<file path="config.mk">
export PLATFORM = sky130hd
export DESIGN_NAME = serial_channel_config
export DESIGN_NICKNAME = d
export VERILOG_FILES = /design/src/scc_pkg.sv /design/src/frame_if.sv /design/src/serial_channel_config.sv /design/src/cfg_mem.sv /design/src/frame_tx.sv
export SDC_FILE = /design/constraint.sdc
export NUM_CORES = 2
export LEC_CHECK = 0
export BUFFER_PORTS_ARGS = -buffer_cell sky130_fd_sc_hd__buf_2
export CAP_MARGIN = 10
export CORE_AREA = 2 2 319 321
export CTS_CLUSTER_SIZE = 25
export DETAILED_ROUTE_END_ITERATION = 6
export DIE_AREA = 0 0 321 323
export PLACE_DENSITY = 0.67
export SETUP_SLACK_MARGIN = 0.05
export SLEW_MARGIN = 20
export SYNTH_ARGS = -nofsm -noshare
export SYNTH_HDL_FRONTEND = slang
export SYNTH_SLANG_ARGS = --single-unit
</file>
<file path="constraint.sdc">
create_clock -name I_MCLK -period 6.6 [get_ports I_MCLK]
set_input_delay 1.32 -clock I_MCLK [delete_from_list [all_inputs] [get_ports I_MCLK]]
set_output_delay 1.32 -clock I_MCLK [all_outputs]
set_load 0.01 [all_outputs]
</file>
<file path="src/scc_pkg.sv">
`default_nettype none
package scc_pkg;
   localparam int NUM_PINS = 32;
   localparam logic [7:0] PIN_MAX = 8'h20;
   // register byte offsets
   localparam logic [7:0] A_CMD = 8'h00;
   localparam logic [7:0] A_PINS = 8'h04;
   localparam logic [7:0] A_FMT = 8'h08;
   localparam logic [7:0] A_STAT = 8'h0C;
   localparam logic [7:0] A_OPEN = 8'h10;
   localparam logic [7:0] A_DIV = 8'h14;
   localparam logic [7:0] A_TXD = 8'h18;
   localparam logic [7:0] A_CFG = 8'h1C;
   localparam logic [7:0] A_SEL = 8'h20;
   localparam logic [7:0] A_PIN = 8'h24;
   // field positions
   localparam int PINS_RX_LSB = 0;
   localparam int PINS_TX_LSB = 8;
   localparam int FMT_FLAGS_LSB = 0;
   localparam int FMT_STOP_LSB = 8;
   localparam int FMT_GIVEN_BIT = 16;
   localparam int TXD_CH_LSB = 8;
   localparam int CFG_TX_LSB = 0;
   localparam int CFG_RX_LSB = 8;
   localparam int CFG_STOP_LSB = 16;
   localparam int CFG_FLAGS_LSB = 24;
   localparam int FL_INV_BIT = 7;
   localparam int FL_PAR_EN_BIT = 5;
   localparam int FL_PAR_EVEN_BIT = 4;
   // data width codes
   localparam logic [3:0] W5 = 4'h5;
   localparam logic [3:0] W6 = 4'h6;
   localparam logic [3:0] W7 = 4'h7;
   localparam logic [3:0] W8 = 4'h8;
   localparam logic [3:0] W7B = 4'hB;
   localparam logic [3:0] W8B = 4'hC;
   // channel classes
   localparam logic [3:0] CH_HW_A = 4'h1;
   localparam logic [3:0] CH_HW_B = 4'h2;
   localparam logic [3:0] CH_SW_LO = 4'h3;
   localparam logic [3:0] CH_SW_HI = 4'h6;
   localparam logic [3:0] CH_HW_LO = 4'h7;
   localparam logic [3:0] CH_HW_HI = 4'hC;
   localparam logic [15:0] CH_MASK = 16'h1FFE;
   // reset values and limits
   localparam logic [15:0] DIV_RST = 16'h0410;
   localparam logic [7:0] HW_DEF_FLAGS = 8'h08;
   localparam logic [7:0] ONE_STOP = 8'h01;
   localparam logic [7:0] TWO_STOPS = 8'h02;
   localparam logic [7:0] SW_MAX_STOPS = 8'hF0;
   typedef enum logic [2:0] {TX_IDLE, TX_START, TX_DATA, TX_PARITY, TX_STOP} tx_state_e;
endpackage : scc_pkg
`default_nettype wire

</file>
<file path="src/frame_if.sv">
`timescale 1ns/1ns
`default_nettype none
interface frame_if;
   logic start;
   logic [7:0] data;
   logic [3:0] nbits;
   logic par_en;
   logic par_odd;
   logic inv;
   logic [7:0] stops;
   logic [15:0] div;
   logic line;
   logic busy;
   modport src(output start, data, nbits, par_en, par_odd, inv, stops, div, input line, busy);
   modport sink(input start, data, nbits, par_en, par_odd, inv, stops, div, output line, busy);
endinterface : frame_if
`default_nettype wire

</file>
<file path="src/serial_channel_config.sv">
// Contract
// - channels 1,2,7-12 hardware; 3-6 software
// - request to open channel is rejected
// - bad channel, or bad pin on a software channel, rejects request
// - unsupported data width rejects request
// - unconfigured hardware channel defaults to 8-N-1
// - hardware channels ignore pin selections
// - hardware stop count two selects two stops
// - software: one pin may be zero, not both
// - distinct pins: receive input, transmit output unless width is bussed (then shared)
// - same pin: shared line, starts input
// - shared line driven only at active level
// - software channel appends stop bit count
// - stop count out of range gives one
// - idle high, start, LSB first, parity, stops
// - inverted polarity complements the whole frame
`timescale 1ns/1ns
`default_nettype none
module serial_channel_config (
   input wire logic I_MCLK,
   input wire logic I_ARST_N,
   input wire logic I_PSEL,
   input wire logic I_PENABLE,
   input wire logic I_PWRITE,
   input wire logic [7:0] I_PADDR,
   input wire logic [31:0] I_PWDATA,
   input wire logic [31:0] I_PIN_IN,
   output logic [31:0] O_PRDATA,
   output logic O_PREADY,
   output logic O_PSLVERR,
   output logic [31:0] O_PIN_OUT,
   output logic [31:0] O_PIN_OE
);
   ////////////////////////////////////////////////////////////////////////////
   // decoding helpers
   function automatic logic is_hw(input logic [3:0] c);
      is_hw = (c == scc_pkg::CH_HW_A) | (c == scc_pkg::CH_HW_B) |
              ((c >= scc_pkg::CH_HW_LO) & (c <= scc_pkg::CH_HW_HI));
   endfunction : is_hw

   function automatic logic is_sw(input logic [3:0] c);
      is_sw = (c >= scc_pkg::CH_SW_LO) & (c <= scc_pkg::CH_SW_HI);
   endfunction : is_sw

   function automatic logic [31:0] pin_hot(input logic [7:0] p);
      pin_hot = (p == 8'h00 || p > scc_pkg::PIN_MAX) ? 32'h0000_0000 : (32'h0000_0001 << (p - 8'h01));
   endfunction : pin_hot

   ////////////////////////////////////////////////////////////////////////////
   // registers
   logic [15:0] pins_r, open_r, defined_r, div_r;
   logic [16:0] fmt_r;
   logic [3:0] sel_r, txch_r;
   logic [7:0] txbyte_r, act_pin_r;
   logic [1:0] pend_r;
   logic st_ok_r, st_rej_r;
   logic [31:0] dir_r, shared_r, idle_r, pin_out_r, pin_oe_r, pin_s1_r, pin_s2_r;
   logic [31:0] prdata_r;
   logic pready_r, pslverr_r;

   frame_if fr ();

   ////////////////////////////////////////////////////////////////////////////
   // apb decode
   wire acc = I_PSEL & I_PENABLE;
   wire wr_go = acc & I_PWRITE & pready_r;
   wire rd_cap = acc & ~pready_r;
   wire hit_cmd = (I_PADDR == scc_pkg::A_CMD);
   wire hit_pins = (I_PADDR == scc_pkg::A_PINS);
   wire hit_fmt = (I_PADDR == scc_pkg::A_FMT);
   wire hit_stat = (I_PADDR == scc_pkg::A_STAT);
   wire hit_open = (I_PADDR == scc_pkg::A_OPEN);
   wire hit_div = (I_PADDR == scc_pkg::A_DIV);
   wire hit_txd = (I_PADDR == scc_pkg::A_TXD);
   wire hit_cfg = (I_PADDR == scc_pkg::A_CFG);
   wire hit_sel = (I_PADDR == scc_pkg::A_SEL);
   wire hit_pin = (I_PADDR == scc_pkg::A_PIN);
   wire hit_lo = hit_cmd | hit_pins | hit_fmt | hit_stat;
   wire hit_mid = hit_open | hit_div | hit_txd;
   wire hit_hi = hit_cfg | hit_sel | hit_pin;
   wire mapped = hit_lo | hit_mid | hit_hi;

   ////////////////////////////////////////////////////////////////////////////
   // request validation
   wire [3:0] req_ch = I_PWDATA[3:0];
   wire [7:0] rx = pins_r[scc_pkg::PINS_RX_LSB +: 8];
   wire [7:0] tx = pins_r[scc_pkg::PINS_TX_LSB +: 8];
   wire [7:0] flags = fmt_r[scc_pkg::FMT_FLAGS_LSB +: 8];
   wire [7:0] scnt = fmt_r[scc_pkg::FMT_STOP_LSB +: 8];
   wire given = fmt_r[scc_pkg::FMT_GIVEN_BIT];
   wire [3:0] wcode = flags[3:0];
   wire ch_hw = is_hw(req_ch);
   wire ch_sw = is_sw(req_ch);
   wire rx_ok = (rx <= scc_pkg::PIN_MAX);
   wire tx_ok = (tx <= scc_pkg::PIN_MAX);
   wire sw_pins_ok = rx_ok & tx_ok & ~((rx == 8'h00) & (tx == 8'h00));
   wire hw_w_ok = (wcode == scc_pkg::W5) | (wcode == scc_pkg::W6) |
                  (wcode == scc_pkg::W7) | (wcode == scc_pkg::W8);
   wire sw_w_ok = (wcode == scc_pkg::W5) | (wcode == scc_pkg::W7) | (wcode == scc_pkg::W8) |
                  (wcode == scc_pkg::W7B) | (wcode == scc_pkg::W8B);
   wire width_ok = ch_hw ? hw_w_ok : sw_w_ok;
   wire ch_valid = ch_hw | ch_sw;
   wire req_ok = ch_valid & ~open_r[req_ch] & width_ok & (ch_hw | sw_pins_ok);
   wire [7:0] hw_stops = (given & (scnt == scc_pkg::TWO_STOPS)) ? scc_pkg::TWO_STOPS : scc_pkg::ONE_STOP;
   wire [7:0] sw_stops = (given & (scnt >= scc_pkg::ONE_STOP) & (scnt <= scc_pkg::SW_MAX_STOPS)) ?
                         scnt : scc_pkg::ONE_STOP;
   wire cmd_go = wr_go & hit_cmd;
   wire apply = cmd_go & req_ok;
   wire [7:0] cfg_stops = ch_hw ? hw_stops : sw_stops;
   wire [7:0] cfg_rx = ch_hw ? 8'h00 : rx;
   wire [7:0] cfg_tx = ch_hw ? 8'h00 : tx;
   wire [31:0] cfg_wdata = {flags, cfg_stops, cfg_rx, cfg_tx};

   ////////////////////////////////////////////////////////////////////////////
   // pin direction planning
   wire [31:0] rx_hot = pin_hot(rx);
   wire [31:0] tx_hot = pin_hot(tx);
   wire same = (rx == tx);
   wire bussed = (wcode == scc_pkg::W7B) | (wcode == scc_pkg::W8B);
   wire inv_req = flags[scc_pkg::FL_INV_BIT];
   wire pin_apply = apply & ch_sw;
   wire [31:0] dir_nxt = (dir_r & ~rx_hot & ~tx_hot) | (same ? 32'h0000_0000 : tx_hot);
   wire [31:0] shared_nxt = (shared_r & ~rx_hot & ~tx_hot) | ((same | bussed) ? tx_hot : 32'h0000_0000);
   wire [31:0] idle_nxt = (idle_r & ~tx_hot) | (inv_req ? 32'h0000_0000 : tx_hot);

   ////////////////////////////////////////////////////////////////////////////
   // transmit launch
   logic [31:0] mem_rdata;
   wire [3:0] txd_ch = I_PWDATA[scc_pkg::TXD_CH_LSB +: 4];
   wire txd_hit = wr_go & hit_txd;
   wire tx_free = ~fr.busy & (pend_r == 2'b00);
   wire txd_ch_ok = is_sw(txd_ch) & defined_r[txd_ch] & open_r[txd_ch];
   wire txd_go = txd_hit & tx_free & txd_ch_ok;
   wire [3:0] mem_raddr = (|pend_r) ? txch_r : sel_r;
   wire [7:0] rd_flags = mem_rdata[scc_pkg::CFG_FLAGS_LSB +: 8];
   wire [7:0] rd_tx = mem_rdata[scc_pkg::CFG_TX_LSB +: 8];
   wire [3:0] rd_w = rd_flags[3:0];

   cfg_mem u_mem (
      .i_clk(I_MCLK),
      .i_arst_n(I_ARST_N),
      .i_we(apply),
      .i_waddr(req_ch),
      .i_wdata(cfg_wdata),
      .i_raddr(mem_raddr),
      .o_rdata(mem_rdata)
   );

   assign fr.start = pend_r[1] & (rd_tx != 8'h00);
   assign fr.data = txbyte_r;
   assign fr.nbits = (rd_w == scc_pkg::W7B) ? scc_pkg::W7 : (rd_w == scc_pkg::W8B) ? scc_pkg::W8 : rd_w;
   assign fr.par_en = rd_flags[scc_pkg::FL_PAR_EN_BIT];
   assign fr.par_odd = ~rd_flags[scc_pkg::FL_PAR_EVEN_BIT];
   assign fr.inv = rd_flags[scc_pkg::FL_INV_BIT];
   assign fr.stops = mem_rdata[scc_pkg::CFG_STOP_LSB +: 8];
   assign fr.div = div_r;

   frame_tx u_tx (
      .i_clk(I_MCLK),
      .i_arst_n(I_ARST_N),
      .f(fr.sink)
   );

   ////////////////////////////////////////////////////////////////////////////
   // pin drive
   wire [31:0] act_hot = pin_hot(act_pin_r);
   wire [31:0] out_nxt, oe_nxt;
   genvar gp;
   generate
      for (gp = 0; gp < scc_pkg::NUM_PINS; gp = gp + 1) begin : g_pin
         wire drv = fr.busy & act_hot[gp];
         assign out_nxt[gp] = drv ? fr.line : idle_r[gp];
         assign oe_nxt[gp] = shared_r[gp] ? (drv & (fr.line != idle_r[gp])) : dir_r[gp];
      end
   endgenerate

   ////////////////////////////////////////////////////////////////////////////
   // read mux
   // default 8-N-1 word
   wire [31:0] hw_default = {scc_pkg::HW_DEF_FLAGS, scc_pkg::ONE_STOP, 16'h0000};
   wire [31:0] cfg_rd = defined_r[sel_r] ? mem_rdata : (is_hw(sel_r) ? hw_default : 32'h0000_0000);
   wire [31:0] stat_rd = {28'h0000_000, fr.busy, |pend_r, st_rej_r, st_ok_r};
   wire [31:0] rd_mux = hit_pins ? {16'h0000, pins_r} :
                        hit_fmt ? {15'h0000, fmt_r} :
                        hit_stat ? stat_rd :
                        hit_open ? {16'h0000, open_r} :
                        hit_div ? {16'h0000, div_r} :
                        hit_cfg ? cfg_rd :
                        hit_sel ? {28'h0000_000, sel_r} :
                        hit_pin ? pin_s2_r : 32'h0000_0000;

   ////////////////////////////////////////////////////////////////////////////
   // apb slave
   always_ff @(posedge I_MCLK or negedge I_ARST_N) begin
      if (!I_ARST_N) begin
         pready_r <= 1'b0;
         pslverr_r <= 1'b0;
         prdata_r <= 32'h0000_0000;
      end else begin
         pready_r <= rd_cap;
         pslverr_r <= rd_cap & ~mapped;
         if (rd_cap & ~I_PWRITE) begin
            prdata_r <= rd_mux;
         end
      end
   end

   // software registers
   always_ff @(posedge I_MCLK or negedge I_ARST_N) begin
      if (!I_ARST_N) begin
         pins_r <= 16'h0000;
         fmt_r <= 17'h00000;
         open_r <= 16'h0000;
         div_r <= scc_pkg::DIV_RST;
         sel_r <= 4'h0;
      end else if (wr_go) begin
         if (hit_pins) begin
            pins_r <= I_PWDATA[15:0];
         end
         if (hit_fmt) begin
            fmt_r <= I_PWDATA[16:0];
         end
         if (hit_open) begin
            open_r <= I_PWDATA[15:0] & scc_pkg::CH_MASK;
         end
         if (hit_div) begin
            div_r <= I_PWDATA[15:0];
         end
         if (hit_sel) begin
            sel_r <= I_PWDATA[3:0];
         end
      end
   end

   // request outcome and channel state
   always_ff @(posedge I_MCLK or negedge I_ARST_N) begin
      if (!I_ARST_N) begin
         st_ok_r <= 1'b0;
         st_rej_r <= 1'b0;
         defined_r <= 16'h0000;
         dir_r <= 32'h0000_0000;
         shared_r <= 32'h0000_0000;
         idle_r <= 32'h0000_0000;
      end else begin
         if (cmd_go) begin
            st_ok_r <= req_ok;
            st_rej_r <= ~req_ok;
         end
         if (apply) begin
            defined_r[req_ch] <= 1'b1;
         end
         if (pin_apply) begin
            dir_r <= dir_nxt;
            shared_r <= shared_nxt;
            idle_r <= idle_nxt;
         end
      end
   end

   // transmit pipeline and pins
   always_ff @(posedge I_MCLK or negedge I_ARST_N) begin
      if (!I_ARST_N) begin
         pend_r <= 2'b00;
         txch_r <= 4'h0;
         txbyte_r <= 8'h00;
         act_pin_r <= 8'h00;
         pin_out_r <= 32'h0000_0000;
         pin_oe_r <= 32'h0000_0000;
         pin_s1_r <= 32'h0000_0000;
         pin_s2_r <= 32'h0000_0000;
      end else begin
         pend_r <= {pend_r[0], txd_go};
         if (txd_go) begin
            txch_r <= txd_ch;
            txbyte_r <= I_PWDATA[7:0];
         end
         if (fr.start) begin
            act_pin_r <= rd_tx;
         end
         pin_out_r <= out_nxt;
         pin_oe_r <= oe_nxt;
         pin_s1_r <= I_PIN_IN;
         pin_s2_r <= pin_s1_r;
      end
   end

   assign O_PRDATA = prdata_r;
   assign O_PREADY = pready_r;
   assign O_PSLVERR = pslverr_r;
   assign O_PIN_OUT = pin_out_r;
   assign O_PIN_OE = pin_oe_r;
endmodule : serial_channel_config
`default_nettype wire

</file>
<file path="src/cfg_mem.sv">
`timescale 1ns/1ns
`default_nettype none
module cfg_mem (
   input wire logic i_clk,
   input wire logic i_arst_n,
   input wire logic i_we,
   input wire logic [3:0] i_waddr,
   input wire logic [31:0] i_wdata,
   input wire logic [3:0] i_raddr,
   output logic [31:0] o_rdata
);
   logic [31:0] mem [0:15];
   logic [31:0] rdata_r;

   always_ff @(posedge i_clk) begin
      if (i_we) begin
         mem[i_waddr] <= i_wdata;
      end
   end

   always_ff @(posedge i_clk or negedge i_arst_n) begin
      if (!i_arst_n) begin
         rdata_r <= 32'h0000_0000;
      end else begin
         rdata_r <= mem[i_raddr];
      end
   end

   assign o_rdata = rdata_r;
endmodule : cfg_mem
`default_nettype wire

</file>
<file path="src/frame_tx.sv">
`timescale 1ns/1ns
`default_nettype none
module frame_tx (
   input wire logic i_clk,
   input wire logic i_arst_n,
   frame_if.sink f
);
   scc_pkg::tx_state_e state_r, state_nxt;
   logic [15:0] cnt_r, div_r;
   logic [7:0] shift_r, shift_nxt, stop_r, stop_nxt, stops_r;
   logic [3:0] bit_r, bit_nxt;
   logic par_r, par_en_r, inv_r, raw_nxt, line_r, busy_r;
   logic tick;
   logic [7:0] mask;
   logic par_calc;

   assign tick = (cnt_r == 16'h0000);
   assign mask = 8'hFF >> (4'h8 - f.nbits);
   assign par_calc = (^(f.data & mask)) ^ f.par_odd;

   // element sequencing
   always_comb begin
      state_nxt = state_r;
      shift_nxt = shift_r;
      bit_nxt = bit_r;
      stop_nxt = stop_r;
      raw_nxt = 1'b1;
      case (state_r)
         scc_pkg::TX_IDLE: begin
            if (f.start) begin
               state_nxt = scc_pkg::TX_START;
               shift_nxt = f.data;
               bit_nxt = f.nbits;
               raw_nxt = 1'b0;
            end
         end
         scc_pkg::TX_START: begin
            raw_nxt = 1'b0;
            if (tick) begin
               state_nxt = scc_pkg::TX_DATA;
               raw_nxt = shift_r[0];
            end
         end
         scc_pkg::TX_DATA: begin
            raw_nxt = shift_r[0];
            if (tick) begin
               if (bit_r == 4'h1) begin
                  state_nxt = par_en_r ? scc_pkg::TX_PARITY : scc_pkg::TX_STOP;
                  raw_nxt = par_en_r ? par_r : 1'b1;
                  stop_nxt = stops_r;
               end else begin
                  shift_nxt = shift_r >> 1;
                  bit_nxt = bit_r - 4'h1;
                  raw_nxt = shift_r[1];
               end
            end
         end
         scc_pkg::TX_PARITY: begin
            raw_nxt = par_r;
            if (tick) begin
               state_nxt = scc_pkg::TX_STOP;
               raw_nxt = 1'b1;
            end
         end
         scc_pkg::TX_STOP: begin
            if (tick) begin
               if (stop_r == 8'h01) begin
                  state_nxt = scc_pkg::TX_IDLE;
               end else begin
                  stop_nxt = stop_r - 8'h01;
               end
            end
         end
         default: begin
            state_nxt = scc_pkg::TX_IDLE;
         end
      endcase
   end

   always_ff @(posedge i_clk or negedge i_arst_n) begin
      if (!i_arst_n) begin
         state_r <= scc_pkg::TX_IDLE;
         cnt_r <= 16'h0000;
         div_r <= 16'h0000;
         shift_r <= 8'h00;
         bit_r <= 4'h0;
         stop_r <= 8'h00;
         stops_r <= 8'h00;
         par_r <= 1'b0;
         par_en_r <= 1'b0;
         inv_r <= 1'b0;
         line_r <= 1'b1;
         busy_r <= 1'b0;
      end else begin
         state_r <= state_nxt;
         shift_r <= shift_nxt;
         bit_r <= bit_nxt;
         stop_r <= stop_nxt;
         busy_r <= (state_nxt != scc_pkg::TX_IDLE);
         if (state_r == scc_pkg::TX_IDLE) begin
            cnt_r <= f.div;
            div_r <= f.div;
         end else begin
            cnt_r <= tick ? div_r : cnt_r - 16'h0001;
         end
         if (state_r == scc_pkg::TX_IDLE && f.start) begin
            stops_r <= f.stops;
            par_r <= par_calc;
            par_en_r <= f.par_en;
            inv_r <= f.inv;
         end
         line_r <= raw_nxt ^ ((state_r == scc_pkg::TX_IDLE && f.start) ? f.inv : inv_r);
      end
   end

   assign f.line = line_r;
   assign f.busy = busy_r;
endmodule : frame_tx
`default_nettype wire

</file>
==> summary.txt <==
Synth
  – Synth top area share: between 30% and 40%
  – Async SR Flop Fraction: 47.5%
  – Synth top area cells: edfxtp_1 (38%), dfrtp_1 (28%), mux4_2 (7.3%)
  – Mapped Area: ~41000 um^2
  – Synth Area in XOR/XNOR: 1.56%
  – Mapped Avg Cell Area: approximately 14 um^2
  – Post-synthesis adder-cell area fraction: 0.460%
  – Post-synthesis sequential area ratio: 66.1%
  – Mux share of post-synthesis cell area: approximately an eighth
  – Synth cell types: 87
  – FF+latch count, synth: roughly 1000
  – Ys Warns: 0
  – Largest family of logic cells by synthesized area: multiplexers
  – Commonest register cell after synthesis: edfxtp_1
  – Fraction of the mapped netlist area in simple logic gates: under 10%
  – Synth Area in Compound Gates: under 10%
  – Syn Inst Count: a little under 3000
  – Cell taking the most area after synthesis: edfxtp_1
  – Post-synth EDFFs: 512

Setup path
  – Reg2reg setup slack: 2.49 ns
  – Required time worst endpoint: approximately 6.9 ns
  – Slowest CP cell: nor4_1
  – Crit Path Max Fanout: 30
  – Worst-path cell chain: buf_2, nor4_1, nand3_1, a221oi_2, nand2_2, nor2_1, and3_2, buf_4
  – WP data arrival: ~5.3 ns
  – Worst path bufs/invs: 2
  – CP peak stage delay: roughly 0.80 ns
  – Startpoint Class: input port
  – CP Capture Type: register
  – Family with the most delay on the worst path: simple AND/OR/NAND/NOR gates
  – Crit Path Class: in2reg

STA
  – Clock skew: ~0.052 ns
  – Least-Margin Pin Slew: around 1.2 ns
  – Setup TNS: 0 ns
  – Crit share post-route: between 70% and 80%
  – Hold Violations, Final: 0
  – Final setup fails: 0
  – RSZ-0062 raised after global routing: false
  – Max Slew Vio Count: 0
  – Relative slew slack: a little over a fifth
  – Min cycle time layout: about 5.0 ns
  – FMAX: roughly 200 MHz

Detailed routing
  – DRC: 0
  – Via density: between 5 and 6
  – Via count: about 26000
  – Drt wl/cell: approximately 23 um
  – Post-route ant nets: 0
  – Initial DRC count: approximately 3200
  – Final wirelength: about 100000 um
  – First-pass iteration count of the detailed router: 6

Global route
  – Gr ovfl total: 0
  – First-pass GRT wire length: roughly 160000 um
  – Vias in the first global route: roughly 25000
  – Antenna violations before repair: 6
  – Total global-route track usage: 20.2%
  – Pin count of the biggest net entering global routing: about 130

Cells and area
  – Commonest non-fill, non-tap cell in the layout: edfxtp_1
  – Area growth, synth to finish: 15.6%
  – Share of post-route cells with drive strength above 1: about a fifth
  – Fin nets: 3282
  – Most frequent cells in the layout: edfxtp_1 (512), dfrtp_1 (460), nand2_1 (370), buf_2 (159), mux4_2 (133)
  – Post-layout util: a little under half
  – Fillers: a little under 9000

Power and ir drop
  – Sequential share of power: between 50% and 60%
  – Clock share of power: 46.8%
  – Leak: about 0.019 uW
  – Peak VDD IR: between 200 and 250 uV
  – Sw Ratio: around a fifth
  – Combinational power share: about 2.3%
  – Internal power: ~10000 uW
  – PwrDens: between 200 and 300 nW/um^2
  – Switching power total: between 2000 and 3000 uW

Floorplan
  – Starting Density: about two fifths
  – Die W: about 320 um
  – Rows: about 120
  – Io pins: approximately 180
  – Die area: between 100000 and 150000 um^2
  – Die height: 323 um
  – Core area: 101000 um^2

Worst hold path
  – Hold Crit Class: reg2reg

Place
  – Placer congestion estimate: 0.912
  – DP Wirelength: roughly 68000 um
  – PortBufs: 159

Clocking
  – Clock sink total: between 900 and 1000
  – Setup Fix Bufs, Post-CTS: 0
  – Clock Pin Slew Worst Setup and Hold Paths: about 0.060 ns
  – Clock tree buffer depth: 3
  – Hold buffer count at cts: 0
  – CTS tree: yes
  – Clock Latency Late Sink: 0.70 ns
  – Post-CTS sizing: 0
  – CTS Buf Count: slightly below 100
  – Max H-tree Level: 3
  – Buffer type at the clock tree root: clkbuf_16

Flow run
  – Max-cap violation count: 0

Outcome
  – Status: finished clean
==> cells by family after synthesis <==
kind of cell / count (synthesis)
mux: 310
xor+xnor: 71
compound gates: 479
flops: 975
simple gates: 809
buf+inv: 256
other cells: 1
fa+ha+maj: 15
==> area by class of cell <==
type | count | area (um^2) | area share (%)
Sequential cell | 975 | 27000 | 57.2
Tap cell | 1309 | 1640 | 3.47
Antenna cell | 4 | 10.0 | 0.0212
Timing Repair Buffer | 208 | 1230 | 2.62
Clock inverter | 50 | 763 | 1.62
Inverter | 94 | 353 | 0.748
Clock buffer | 135 | 2780 | 5.88
Multi-Input combinational cell | 1812 | 13400 | 28.5
==> synth_stat cells (16+ instances only) <==
cell / count
nor2b_1: 16
clkbuf_1: 125
mux2i_1: 76
o21ai_0: 83
xnor2_1: 16
a31oi_1: 53
inv_1: 94
a21oi_1: 95
dfrtp_1: 460
nand4_1: 18
edfxtp_1: 512
o22ai_1: 45
and3_1: 27
a211oi_1: 72
mux2_2: 100
nand3_1: 20
buf_2: 21
nand2_1: 370
xor2_1: 54
mux4_2: 133
nor3_1: 46
nand2b_1: 17
nor2_1: 122
nor4_1: 19
and2_1: 54
==> power groups by stage <==
| stage | sequential (uW) | combinational, uW | clock, uW |
|---|---|---|---|
| 6_report | 6490 | 300 | 5990 |
| 5_1_grt | 6500 | 330 | 6350 |
| 4_1_cts | 6490 | 295 | 6090 |
| 3_5_place_dp | 6610 | 293 | 0 |
| 3_3_place_gp | 6610 | 291 | 0 |
| 2_1_floorplan | 6590 | 130 | 0 |
==> path summary, 6_finish.rpt <==
path,startpoint,endpoint,cells after the start
min reg2reg,pin_s1_r[4],pin_s2_r[4],0
max,I_PADDR[2],u_mem.mem[4][18],8
max reg2reg,O_PREADY,u_mem.mem[4][18],7
min in group asynchronous,I_ARST_N,O_PIN_OUT[22],1
min,pin_s1_r[4],pin_s2_r[4],0
max in group asynchronous,I_ARST_N,u_mem.o_rdata[4],2
==> routing by layer <==
metal	wire length [um]	track usage, %
met5	32	0
met4	3310	7.29
met3	9830	5.35
met1	44300	28.2
met2	47500	30.5
==> worst reg2reg max path, stage by stage (launching register included) <==
cell and delay (ns):
dfrtp_1 0.41, and4_1 0.50, nand3_1 0.26, a221oi_2 0.43, nand2_2 0.37, nor2_1 0.63
and3_2 0.67, buf_4 0.46
==> flip-flops by register name (all words and copies together), names as in the netlist, 17 cells and up, named ones only <==
register	count
O_PIN_OE	32
O_PIN_OUT	32
O_PRDATA	32
dir_r	32
fmt_r	17
pin_s1_r	32
pin_s2_r	32
shared_r	32
u_mem.mem	512
u_mem.o_rdata	32
==> per-stage QoR <==
stage | total power, uW | area, um^2 | hold WS [ns] | std cells | worst slack (ns)
6_report | 12800 | 47200 | 0.348 | 4587 | 1.60
5_1_grt | 13200 | 47200 | 0.353 | 4586 | 1.50
4_1_cts | 12900 | 47100 | 0.347 | 4582 | 1.81
3_5_place_dp | 6910 | 43600 | 0.335 | 4397 | 1.11
3_3_place_gp | 6900 | 43600 | 0.334 | 4397 | 1.14
2_1_floorplan | 6720 | 41300 | 0.331 | 3043 | 2.36
(Power assumes the default switching activity.)
